[config.mk]
export PLATFORM = sky130hd
export DESIGN_NAME = lpid_top
export DESIGN_NICKNAME = d
export VERILOG_FILES = /design/src/logic/lpid_pkg.sv /design/src/logic/lpid_spi_frame.sv /design/src/logic/lpid_top.sv
export VERILOG_INCLUDE_DIRS = /design/src /design/src/logic
export SDC_FILE = /design/constraint.sdc
export NUM_CORES = 1
export LEC_CHECK = 0
export BUFFER_PORTS_ARGS = -buffer_cell sky130_fd_sc_hd__buf_2
export CAP_MARGIN = 10
export CORE_ASPECT_RATIO = 0.7
export CORE_MARGIN = 3
export CORE_UTILIZATION = 52
export CTS_CLUSTER_SIZE = 10
export DETAILED_ROUTE_END_ITERATION = 12
export GPL_TIMING_DRIVEN = 0
export PLACE_DENSITY = 0.72
export SLEW_MARGIN = 20
export SYNTH_ARGS = -nofsm -noshare
export SYNTH_HDL_FRONTEND = slang
export SYNTH_HIERARCHICAL = 1
export SYNTH_SLANG_ARGS = --single-unit
export TNS_END_PERCENT = 5
[constraint.sdc]
create_clock -name mclk -period 1.65 [get_ports mclk]
set_input_delay 0.2475 -clock mclk [delete_from_list [all_inputs] [get_ports mclk]]
set_output_delay 0.2475 -clock mclk [all_outputs]
set_load 0.005 [all_outputs]
[src/logic/lpid_cfg.svh]
// Purpose: Constants for the low-power input detect configuration block
// Assumes: 32-bit serial frames, 7-bit address, 24-bit data
// Notes:   Included by the package and the design modules
`ifndef LPID_CFG_SVH
`define LPID_CFG_SVH

`define LPID_FRAME_BITS     32
`define LPID_ADDR_MSB       31
`define LPID_ADDR_LSB       25
`define LPID_RW_BIT         24
`define LPID_DATA_BITS      24
`define LPID_FAULT_BIT      23
`define LPID_INTERRUPT_FLAG_BIT     22

`define LPID_ADDR_GND_CMP   7'h13
`define LPID_ADDR_PRG_THR   7'h14
`define LPID_ADDR_GND_THR   7'h15

`define LPID_GND_CHANNELS   14
`define LPID_PRG_CHANNELS   8

`define LPID_RST_GND_CMP    14'h0000
`define LPID_RST_PRG_THR    8'h00
`define LPID_RST_GND_THR    14'h0000

`endif

[src/logic/lpid_pkg.sv]
// Purpose: Types shared by the low-power input detect configuration block
// Assumes: Constants come from lpid_cfg.svh
// Notes:   Holds the frame field types and sensing threshold encoding
`include "lpid_cfg.svh"

package lpid_pkg;

  typedef logic [6:0]                      lpid_addr_t;
  typedef logic [`LPID_DATA_BITS-1:0]      lpid_data_t;

  // Threshold a channel is judged against in the low-power state
  typedef enum logic [1:0] {
    LPID_THR_DELTA  = 2'b00,
    LPID_THR_NORMAL = 2'b01,
    LPID_THR_FIXED4 = 2'b10
  } lpid_thr_t;

  typedef enum logic [1:0] {
    LPID_SPI_IDLE  = 2'b00,
    LPID_SPI_SHIFT = 2'b01,
    LPID_SPI_DONE  = 2'b10
  } lpid_spi_state_t;

endpackage

[src/logic/lpid_spi_frame.sv]
// Purpose: Serial slave that collects 32-bit frames and shifts out a reply
// Assumes: Mode 0, sampled on rising serial clock, 32 bits per frame
// Notes:   Pins are synchronised into mclk before use
`timescale 1ns/1ps
`include "lpid_cfg.svh"

module lpid_spi_frame (
  input  wire logic                        mclk,
  input  wire logic                        rst_n,
  input  wire logic                        spi_sclk,
  input  wire logic                        spi_cs_n,
  input  wire logic                        spi_mosi,
  output logic                             spi_miso,
  output logic                             spi_miso_oe,
  input  wire logic [`LPID_FRAME_BITS-1:0] reply_word,
  output logic                             frame_start,
  output logic                             frame_valid,
  output logic [`LPID_FRAME_BITS-1:0]      frame_word
);

  logic [2:0]                        sclk_sync_q;
  logic [1:0]                        cs_sync_q;
  logic [1:0]                        mosi_sync_q;
  logic                              cs_prev_q;
  logic [5:0]                        bit_cnt_q;
  logic [`LPID_FRAME_BITS-1:0]       shift_in_q;
  logic [`LPID_FRAME_BITS-1:0]       shift_out_q;
  lpid_pkg::lpid_spi_state_t         state_q;
  logic                              sclk_rise;
  logic                              sclk_fall;
  logic                              cs_act;

  // Two-stage synchronisers; edges judged on stages two and three
  always_ff @(posedge mclk or negedge rst_n) begin
    if (!rst_n) begin
      sclk_sync_q <= 3'h0;
      cs_sync_q   <= 2'h3;
      mosi_sync_q <= 2'h0;
      cs_prev_q   <= 1'b1;
    end else begin
      sclk_sync_q <= {sclk_sync_q[1:0], spi_sclk};
      cs_sync_q   <= {cs_sync_q[0], spi_cs_n};
      mosi_sync_q <= {mosi_sync_q[0], spi_mosi};
      cs_prev_q   <= cs_sync_q[1];
    end
  end

  assign sclk_rise   = sclk_sync_q[1] & ~sclk_sync_q[2];
  assign sclk_fall   = ~sclk_sync_q[1] & sclk_sync_q[2];
  assign cs_act      = ~cs_sync_q[1];
  assign frame_start = cs_act & cs_prev_q;

  always_ff @(posedge mclk or negedge rst_n) begin
    if (!rst_n) begin
      state_q     <= lpid_pkg::LPID_SPI_IDLE;
      bit_cnt_q   <= 6'h00;
      shift_in_q  <= '0;
      shift_out_q <= '0;
      frame_valid <= 1'b0;
      frame_word  <= '0;
    end else begin
      frame_valid <= 1'b0;
      unique case (state_q)
        lpid_pkg::LPID_SPI_IDLE: begin
          if (frame_start) begin
            shift_out_q <= reply_word;
            bit_cnt_q   <= 6'h00;
            state_q     <= lpid_pkg::LPID_SPI_SHIFT;
          end
        end
        lpid_pkg::LPID_SPI_SHIFT: begin
          if (!cs_act) begin
            state_q <= lpid_pkg::LPID_SPI_IDLE;
          end else if (sclk_rise) begin
            shift_in_q <= {shift_in_q[`LPID_FRAME_BITS-2:0], mosi_sync_q[1]};
            bit_cnt_q  <= bit_cnt_q + 6'h01;
          end else if (sclk_fall) begin
            shift_out_q <= {shift_out_q[`LPID_FRAME_BITS-2:0], 1'b0};
          end
          if (cs_act && bit_cnt_q == 6'h20) begin
            state_q <= lpid_pkg::LPID_SPI_DONE;
          end
        end
        lpid_pkg::LPID_SPI_DONE: begin
          // Frame counts only when exactly 32 bits precede deselect
          if (!cs_act) begin
            frame_valid <= 1'b1;
            frame_word  <= shift_in_q;
            state_q     <= lpid_pkg::LPID_SPI_IDLE;
          end else if (sclk_rise) begin
            state_q <= lpid_pkg::LPID_SPI_IDLE;
          end
        end
        default: state_q <= lpid_pkg::LPID_SPI_IDLE;
      endcase
    end
  end

  assign spi_miso    = shift_out_q[`LPID_FRAME_BITS-1];
  assign spi_miso_oe = cs_act;

endmodule

[src/logic/lpid_top.sv]
// Purpose: Low-power input detect configuration registers and sensing control
// Assumes: Host reaches registers with 32-bit serial frames
// Notes:   Reply of frame N answers frame N-1
`timescale 1ns/1ps
`include "lpid_cfg.svh"

module lpid_top #(
  parameter int GND_CH = `LPID_GND_CHANNELS,
  parameter int PRG_CH = `LPID_PRG_CHANNELS
) (
  input  wire logic              mclk,
  input  wire logic              rst_n,
  input  wire logic              spi_sclk,
  input  wire logic              spi_cs_n,
  input  wire logic              spi_mosi,
  output logic                   spi_miso,
  output logic                   spi_miso_oe,
  input  wire logic              fault_status,
  input  wire logic              interrupt_flag,
  input  wire logic              low_power_state,
  input  wire logic [PRG_CH-1:0] prg_battery_ref,
  input  wire logic [GND_CH-1:0] gnd_wake_en,
  input  wire logic [PRG_CH-1:0] prg_wake_en,
  input  wire logic [GND_CH-1:0] gnd_comp_in,
  input  wire logic [PRG_CH-1:0] prg_comp_in,
  output logic [GND_CH-1:0]      gnd_comp_enable,
  output logic [GND_CH-1:0]      gnd_poll_enable,
  output logic [GND_CH-1:0]      gnd_thr_normal,
  output logic [PRG_CH-1:0]      prg_thr_sel_normal,
  output logic [PRG_CH-1:0]      prg_thr_fixed4,
  output logic                   wake_request
);

  logic [GND_CH-1:0]                 gnd_cmp_only_q;
  logic [PRG_CH-1:0]                 prg_thr_q;
  logic [GND_CH-1:0]                 gnd_thr_q;
  logic                              frame_start;
  logic                              frame_valid;
  logic [`LPID_FRAME_BITS-1:0]       frame_word;
  logic [`LPID_FRAME_BITS-1:0]       reply_q;
  lpid_pkg::lpid_addr_t              last_addr_q;
  lpid_pkg::lpid_addr_t              frm_addr;
  logic                              frm_write;
  lpid_pkg::lpid_data_t              frm_data;
  lpid_pkg::lpid_data_t              rd_data;
  logic                              wr_gnd_cmp;
  logic                              wr_prg_thr;
  logic                              wr_gnd_thr;
  logic [GND_CH-1:0]                 gnd_s1_q;
  logic [GND_CH-1:0]                 gnd_s2_q;
  logic [GND_CH-1:0]                 gnd_prev_q;
  logic [PRG_CH-1:0]                 prg_s1_q;
  logic [PRG_CH-1:0]                 prg_s2_q;
  logic [PRG_CH-1:0]                 prg_prev_q;
  logic [1:0]                        lp_sync_q;
  logic [GND_CH-1:0]                 gnd_change;
  logic [PRG_CH-1:0]                 prg_change;

  // ****************************************
  // Serial frame engine
  // ****************************************
  lpid_spi_frame u_frame (
    .mclk        (mclk),
    .rst_n       (rst_n),
    .spi_sclk    (spi_sclk),
    .spi_cs_n    (spi_cs_n),
    .spi_mosi    (spi_mosi),
    .spi_miso    (spi_miso),
    .spi_miso_oe (spi_miso_oe),
    .reply_word  (reply_q),
    .frame_start (frame_start),
    .frame_valid (frame_valid),
    .frame_word  (frame_word)
  );

  assign frm_addr  = frame_word[`LPID_ADDR_MSB:`LPID_ADDR_LSB];
  assign frm_write = frame_word[`LPID_RW_BIT];
  assign frm_data  = frame_word[`LPID_DATA_BITS-1:0];

  // Register contents for an address, upper bits zero
  function automatic lpid_pkg::lpid_data_t read_reg(input lpid_pkg::lpid_addr_t a);
    lpid_pkg::lpid_data_t r;
    r = '0;
    unique case (a)
      `LPID_ADDR_GND_CMP: r[GND_CH-1:0] = gnd_cmp_only_q;
      `LPID_ADDR_PRG_THR: r[PRG_CH-1:0] = prg_thr_q;
      `LPID_ADDR_GND_THR: r[GND_CH-1:0] = gnd_thr_q;
      default:            r = '0;
    endcase
    return r;
  endfunction

  always_comb begin
    rd_data = read_reg(last_addr_q);
  end

  // ****************************************
  // Write decode
  // ****************************************
  // Strobe for a completed write frame to one address
  function automatic logic wr_hit(input logic vld, input logic wr, input lpid_pkg::lpid_addr_t fa,
                                  input lpid_pkg::lpid_addr_t a);
    return vld && wr && (fa == a);
  endfunction

  assign wr_gnd_cmp = wr_hit(frame_valid, frm_write, frm_addr, `LPID_ADDR_GND_CMP);
  assign wr_prg_thr = wr_hit(frame_valid, frm_write, frm_addr, `LPID_ADDR_PRG_THR);
  assign wr_gnd_thr = wr_hit(frame_valid, frm_write, frm_addr, `LPID_ADDR_GND_THR);

  // ****************************************
  // Register file
  // ****************************************
  always_ff @(posedge mclk or negedge rst_n) begin
    if (!rst_n) begin
      gnd_cmp_only_q <= `LPID_RST_GND_CMP;
    end else if (wr_gnd_cmp) begin
      gnd_cmp_only_q <= frm_data[GND_CH-1:0];
    end
  end

  always_ff @(posedge mclk or negedge rst_n) begin
    if (!rst_n) begin
      prg_thr_q <= `LPID_RST_PRG_THR;
    end else if (wr_prg_thr) begin
      prg_thr_q <= frm_data[PRG_CH-1:0];
    end
  end

  always_ff @(posedge mclk or negedge rst_n) begin
    if (!rst_n) begin
      gnd_thr_q <= `LPID_RST_GND_THR;
    end else if (wr_gnd_thr) begin
      gnd_thr_q <= frm_data[GND_CH-1:0];
    end
  end

  // ****************************************
  // Reply word for next frame
  // ****************************************
  always_ff @(posedge mclk or negedge rst_n) begin
    if (!rst_n) begin
      last_addr_q <= 7'h00;
    end else if (frame_valid) begin
      last_addr_q <= frm_addr;
    end
  end

  // Status latched at frame start; data of previously addressed register
  always_ff @(posedge mclk or negedge rst_n) begin
    if (!rst_n) begin
      reply_q <= '0;
    end else begin
      reply_q <= {last_addr_q, 1'b0, fault_status, interrupt_flag,
                  rd_data[21:0]};
    end
  end

  // ****************************************
  // Sensing control
  // ****************************************
  always_ff @(posedge mclk or negedge rst_n) begin
    if (!rst_n) begin
      lp_sync_q <= 2'h0;
    end else begin
      lp_sync_q <= {lp_sync_q[0], low_power_state};
    end
  end

  assign gnd_comp_enable = {GND_CH{lp_sync_q[1]}};
  assign gnd_poll_enable = {GND_CH{lp_sync_q[1]}} & ~gnd_cmp_only_q;
  assign gnd_thr_normal  = gnd_thr_q;
  assign prg_thr_sel_normal = prg_thr_q & ~prg_battery_ref;
  assign prg_thr_fixed4     = prg_battery_ref;

  // ****************************************
  // Change-of-state wake detection
  // ****************************************
  // Reset level matches idle pin level, so no false edge after reset
  always_ff @(posedge mclk or negedge rst_n) begin
    if (!rst_n) begin
      gnd_s1_q   <= '0;
      gnd_s2_q   <= '0;
      gnd_prev_q <= '0;
    end else begin
      gnd_s1_q   <= gnd_comp_in;
      gnd_s2_q   <= gnd_s1_q;
      gnd_prev_q <= gnd_s2_q;
    end
  end

  always_ff @(posedge mclk or negedge rst_n) begin
    if (!rst_n) begin
      prg_s1_q   <= '0;
      prg_s2_q   <= '0;
      prg_prev_q <= '0;
    end else begin
      prg_s1_q   <= prg_comp_in;
      prg_s2_q   <= prg_s1_q;
      prg_prev_q <= prg_s2_q;
    end
  end

  assign gnd_change = (gnd_s2_q ^ gnd_prev_q) & gnd_wake_en;
  assign prg_change = (prg_s2_q ^ prg_prev_q) & prg_wake_en;

  always_ff @(posedge mclk or negedge rst_n) begin
    if (!rst_n) begin
      wake_request <= 1'b0;
    end else begin
      wake_request <= lp_sync_q[1] & ((|gnd_change) | (|prg_change));
    end
  end

endmodule
== After elaboration in Yosys (flattened, before gate mapping) ==
Cells that the tools add are included.
Storage, ports and cells
  register bits: 248
  logic and storage cells: 89
  input port bits: 60
  output and inout port bits: 61
Operators by class
  reductions and logical operators: 14
  muxes and demuxes: 19
  eq/ne operators: 16
  $add $sub $neg: 1
  bitwise logic cells: 16
Operators by type and width (number)
  $mux 32: 4
  $pmux 32 s2: 1
  $eq 7x5->1 const B: 6
  $and 14x14->14: 2
  $pmux 6 s2: 2
  $pmux 8 s3: 1
  $mux 6: 3
  $and 8x8->8: 2
  $not 14->14: 1
  $reduce_or 14->1: 1
  $xor 14x14->14: 1
  $mux 2: 5
  $not 8->8: 1
  $reduce_or 8->1: 1
  $xor 8x8->8: 1
  $add 6x1->6 const B: 1
  $eq 6x6->1 const B: 1
  $ne 2x2->1 const B: 3
  $ne 3x1->1 const B: 2
  $pmux 2 s3: 1
  $reduce_and 3->1: 2
  $logic_and 1x1->1: 5
  $reduce_and 5->1: 1
  $and 1x1->1: 4
  other kinds (10): 14

== Logic depth before layout (Yosys ltp) ==
Gate-level depths: netlist of run 1.
  depth after elaboration: 6
  depth in mapped cells: 6
  mapped depth without buffers: 5

== Modules after synthesis ==
Netlist of run 1, hierarchy kept.
By module, submodules not included
  lpid_top: times used 1, seq. area each 3378.2 um^2, cells each 302, area each 4788.3 um^2
  lpid_spi_frame: times used 1, seq. area each 2831.5 um^2, cells each 301, area each 4709.5 um^2

== Worst setup path before layout of run 1 ==
OpenSTA, ideal clock, no wires.
  kind: register to register
  from: register last_addr_q[5]
  to: register reply_q[4]
  data required time: 1584 ps
  slack: -85 ps
  path buffers: 1
  cell stages (with the launch flop): 6
  data arrival time: 1669 ps
  cell sequence: dfrtp_1 > or4b_1 > or2_4 > nor3b_4 > buf_6 > a221o_1
Between the ends
  longest elaborated chain between the ends: 2
  elaborated cells on any way between the ends: 4
Ends and longest elaborated chain
  from (decl): line lpid_top.sv:41  | lpid_pkg::lpid_addr_t last_addr_q;
  from (signal assigned): line lpid_top.sv:144  | last_addr_q <= frm_addr;
  $eq 7x5->1: line lpid_top.sv:84  | unique case (a)
  $pmux 8 s3 (*): line lpid_top.sv:84
  via rd_data[4]: line lpid_top.sv:45  | lpid_pkg::lpid_data_t rd_data;
  to (signal assigned): line lpid_top.sv:153  | reply_q <= {last_addr_q, 1'b0, fault_status, interrupt_flag,
  to (decl): line lpid_top.sv:40  | logic [`LPID_FRAME_BITS-1:0] reply_q;
Mark *: on every way through the listed nets, which the timed path passes. The rest lies on a longest branch.
A chain may end at the register's enable or synchronous reset.

== Worst setup path after layout of run 1 ==
  from: register last_addr_q[5]
  to: register reply_q[7]
Same word-level chain as after synthesis.

==> results.toml, run 1 <==
[die]
rows = 39
pin_count = 121
initial_utilization_pct = 54.5
core_sq_um = 16700
die_area_sq_um = 19200
die_w_microns = 164
die_h_microns = 117

[pwr]
ir_drop_mv = 1.16
p_leak_nw = 5.74
power_density_nw_per_um2 = 1060
fin_total_pwr_mw = 12.0

[outcome]
violations = "setup timing"
status = "finished, violations left"

[global_route]
grt_pass1_vias = 5593
overflow = 0
antenna_found_initial = 0
grt_pass1_wl_microns = 29200
grt_usage_pct = 19.4
grt_max_degree = 103

[routing]
drt-initial-drc-count = 284
drtPass1Iterations = 4
postRouteAntennaNets = 0
drcViolationCount = 0
vias = 5236
routedWlPerCell_microns = 17.4
drt_wl_total_microns = 17700
viasPerCell = 5.15

[worst_setup_path]
crit_type = "flip-flop to flip-flop"
crit_path_end_kind = "flip-flop"
r2r_cells = 5
crit-reg2reg-capture = "reply_q[7]"
cp_data_arrival_time_ns = 2.36
reg2reg_setup_slack_ns = -0.28
required_ns = 2.08
cp_max_fo = 5
r2r_start = "last_addr_q[5]"
start_kind = "flip-flop"

[place]
pre_cts_ws_ns = -0.657
hpwlAfterDp_microns = 11800
portBuffers = 120
gp_congestion = 0.788

[timing]
drv_slew = 0
rsz0062_at_grt = "true"
period_needed_ns = 1.93
fin_crit_sh_pct = 117
hold_viol = 0
max_freq_ghz = 0.518
fin_skew_ns = 0.00816
finalWorstSetupSlack_ns = -0.281
setup_viol = 126

[finish]
final_util_pct = 68.0
n_antenna_cell = 0
final_common_cell = "dfrtp_1"
layout_common_cells = "dfrtp_1, buf_2, mux2_2"
area_delta_synth_final_pct = 24.8
fin_nets = 844
drive_above_1_share_pct = 44.6

[flow_run]
drv_cap = 0

[min_path]
min_to = "wake_request"
hold-path-cell-count = 4
hp-start = "prg_wake_en[2]"
hold_path_class = "primary input to flip-flop"

[cts]
cts.sink_count = 238
cts.path.max_buffers = 3
cts_tree = "built"
cts_buffers = 27
cts.clk_slew.worst_paths_ns = 0.05
h-tree-depth = 1
clock_latency_ns = 0.51
cts_root_buf = "clkbuf_16"

[synthesis]
yosysWarnings = 6
syn_inst = 582
syn_area_sq_um = 9130
syn_avg_cell_area_sq_um = 15.7
power breakdown:
group	internal (mW)	switching, mW
Clock	3.01	2.07
Sequential	6.07	0.122
Combinational	0.429	0.338
Total	9.50	2.53
how the worst max path moves through the flow:
stage                     cells after the start  slack (ns)      startpoint              endpoint
after global placement                        1       -3.48           rst_n  u_frame/bit_cnt_q[5]
after detailed placement                      4       -0.66  last_addr_q[5]            reply_q[7]
after CTS                                     5       -0.29  last_addr_q[6]           reply_q[10]
final                                         5       -0.28  last_addr_q[5]            reply_q[7]
after floorplan                               5       -0.09  last_addr_q[5]            reply_q[4]
after global routing                          5       -0.30  last_addr_q[5]            reply_q[7]
cell type report:
cell class	count	area [sq um]
Tap cell	225	282
Sequential cell	238	5960
Fill cell	1147	5350
Timing Repair Buffer	163	1060
Clock inverter	1	8.76
Buffer	43	385
Clock buffer	38	727
Inverter	8	30.0
Multi-Input combinational cell	301	2940
metrics by stage:
stage | std cells | TNS (ns) | instance area [sq um] | hold WS [ns]
2_1_floorplan | 590 | -0.820 | 9160 | -0.0481
3_3_place_gp | 935 | -840.67 | 10000 | 0.331
3_5_place_dp | 937 | -22.97 | 10100 | 0.140
4_1_cts | 1017 | -9.29 | 11300 | 0.0875
5_1_grt | 1017 | -15.19 | 11400 | 0.151
6_report | 1017 | -9.34 | 11400 | 0.129
registers in the layout, summed over array words and instances (netlist names), 3 cells and up:
name	count
gnd_prev_q	14
prg_s2_q	8
gnd_cmp_only_q	14
gnd_thr_normal	14
u_frame/bit_cnt_q	6
prg_thr_q	8
gnd_s1_q	14
u_frame/shift_in_q	32
last_addr_q	7
gnd_s2_q	14
prg_prev_q	8
prg_s1_q	8
u_frame/shift_out_q	32
reply_q	23
u_frame/frame_word	22
u_frame/sclk_sync_q	3
worst max-delay path: stages (launching register included):
cell and delay [ns]:
dfrtp_1 0.37, or4b_4 0.54, or2_4 0.27, nor3b_4 0.31, buf_6 0.17, a221o_1 0.19
what timing repair did:
item,in CTS,in global routing
hold endpoints to repair,66,0
hold buffers,29,0
pin swaps,6,5
cloned,2,0
endpoints found under the setup margin,148,148
resized for setup,38,9
setup buffers,10,0
metal layers:
metal | global-route usage (%) | wire length [microns] | vias up
li1 | - | - | 2419
met1 | 26.8 | 7900 | 2694
met2 | 32.6 | 8890 | 98
met3 | 3.38 | 642 | 25
met4 | 4.62 | 312 | 0
met5 | 0 | 0 | -
No activity file was read; power rests on OpenSTA's default activity.
==> run 2, diff against run 1 <==
BUFFER_PORTS_ARGS = -buffer_cell sky130_fd_sc_hd__buf_4   (was -buffer_cell sky130_fd_sc_hd__buf_2)
==> run 2 against run 1 <==
The run still ends with setup timing left. Critical path depth unchanged. Worst hold slack worse by 0.034 ns. Register-to-register slack better by 0.02 ns. Clock power about the same. Sequential power about the same. First-iteration DRC count down 20%. Critical path type unchanged. Largest power group unchanged.
==> results.toml, run 2 (synthesis gave the netlist of run 1 again) <==
[routing]
drt-initial-drc-count = 226
postRouteAntennaNets = 0
wl_met3_microns = 713
dr.max_layer_used = "met4"
drtPass1Iterations = 4
routedWlPerCell_microns = 17.6
drcViolationCount = 0
drt_wl_total_microns = 17800
vias = 5169
route.met2.wl_microns = 8860
met1_length_microns = 7930
viasPerCell = 5.10

[timing]
hold_slack_ns = 0.0947
period_needed_ns = 1.91
drv_slew = 0
fin_skew_ns = 0.00627
finalWorstSetupSlack_ns = -0.257
max_freq_ghz = 0.524
fin_crit_sh_pct = 116
setup_viol = 110
tightest_slew_ns = 0.525
rsz0062_at_grt = "true"
hold_viol = 0
slew_headroom_pct = 65.0

[cts]
cts_tree = "built"
cts.path.max_buffers = 3
clock_latency_ns = 0.51
cts_root_buf = "clkbuf_16"
cts.sink_count = 238
cts_buffers = 27
cts.clk_slew.worst_paths_ns = 0.05
h-tree-depth = 1

[finish]
area_delta_synth_final_pct = 28.7
final_common_cell = "dfrtp_1"
drive_above_1_share_pct = 45.2
reg.largest.list = "u_frame/shift_in_q: 32 flops, u_frame/shift_out_q: 32 flops, reply_q: 23 flops"
fin_nets = 840
fin_area_sq_um = 11800
n_antenna_cell = 0
fill_cells = 1113
layout_common_cells = "dfrtp_1, buf_4, mux2_2"

[pwr]
p_comb_share_pct = 7.1
p_leak_nw = 5.84
intPower_mw = 9.57
ir_drop_mv = 0.952
power_density_nw_per_um2 = 1030
swShare_pct = 20.8
clkPwrFrac_pct = 41.8
power.switching_mw = 2.52
seqPwrFrac_pct = 51.2

[die]
pin_count = 121
initial_utilization_pct = 54.5
die_h_microns = 117
core_sq_um = 16700
die_area_sq_um = 19200
die_w_microns = 164
rows = 39

[global_route]
grt_pass1_vias = 5579
overflow = 0
grt_usage_pct = 19.2
antenna_found_initial = 0
grt_max_degree = 108
grt_pass1_wl_microns = 29000

[place]
portBuffers = 120
hpwlAfterDp_microns = 11900
placed_area_sq_um = 10400
gp_congestion = 0.818

[outcome]
violations = "setup timing"
status = "finished, violations left"

[worst_setup_path]
required_ns = 2.09
cp_data_arrival_time_ns = 2.34
cp_max_fo = 10
start_kind = "flip-flop"
crit_path_end_kind = "flip-flop"
r2r_cells = 5
crit_type = "flip-flop to flip-flop"

[min_path]
hold-path-cell-count = 4
hold_path_class = "primary input to flip-flop"

[flow_run]
drv_cap = 0
-- run 2: path summary, 6_finish.rpt --
kind / from / end / slack (ns)
setup / recovery: last_addr_q[5] / reply_q[7] / -0.26
hold / removal: prg_wake_en[2] / wake_request / 0.09
setup reg to reg: last_addr_q[5] / reply_q[7] / -0.26
hold reg to reg: u_frame/sclk_sync_q[0] / u_frame/sclk_sync_q[1] / 0.34
max in group asynchronous: rst_n / reply_q[8] / 0.52
min in group asynchronous: rst_n / gnd_prev_q[7] / 0.26
-- run 2: repair_timing --
item / in CTS / in global routing
endpoints found under the setup margin: 146 / 153
pin swaps: 8 / 6
cloned: 1 / 0
setup buffers: 7 / 0
endpoints found under the hold margin: 89 / 0
hold buffers: 29 / 0
resized for setup: 51 / 18
-- run 2: critical path: stages (launching register included) --
cell	delay [ns]
dfrtp_1	0.39
or4b_4	0.55
or2_4	0.27
nor3b_4	0.25
buf_6	0.19
a221o_1	0.19
-- run 2: layer usage --
metal  GRT usage, %  vias up
li1               -     2411
met5              0        -
met4           4.28        0
met2           32.5       97
met3           3.24       23
met1           26.7     2638
-- run 2: cell type report --
class / instances / area [sq um] / area share, %
Sequential cell: 238 / 5960 / 50.7
Multi-Input combinational cell: 301 / 2970 / 25.3
Timing Repair Buffer: 159 / 1370 / 11.6
Clock buffer: 38 / 727 / 6.19
Buffer: 43 / 404 / 3.44
Tap cell: 225 / 282 / 2.40
Inverter: 8 / 30.0 / 0.256
Clock inverter: 1 / 8.76 / 0.0745
-- run 2: per-stage QoR --
step / power (mW) / util [%] / std cells / setup TNS [ns] / setup WS (ns)
floorplan: 6.62 / - / 590 / -0.820 / -0.0851
global placement: 6.98 / 61.8 / 935 / -317.05 / -1.29
detailed placement: 7.04 / 62.2 / 937 / -19.24 / -0.605
CTS: 12.2 / 69.8 / 1013 / -7.44 / -0.250
global route: 12.6 / 70.2 / 1013 / -14.21 / -0.285
finish: 12.1 / 70.2 / 1013 / -6.91 / -0.257
-- run 2: power by group through the flow --
stage          Sequential [mW]  Combinational [mW]  Clock [mW]
2_1_floorplan             6.25               0.371           0
6_report                  6.19               0.854        5.05
4_1_cts                   6.19               0.854        5.20
5_1_grt                   6.21               0.943        5.47
3_3_place_gp              6.27               0.703           0
3_5_place_dp              6.29               0.748           0
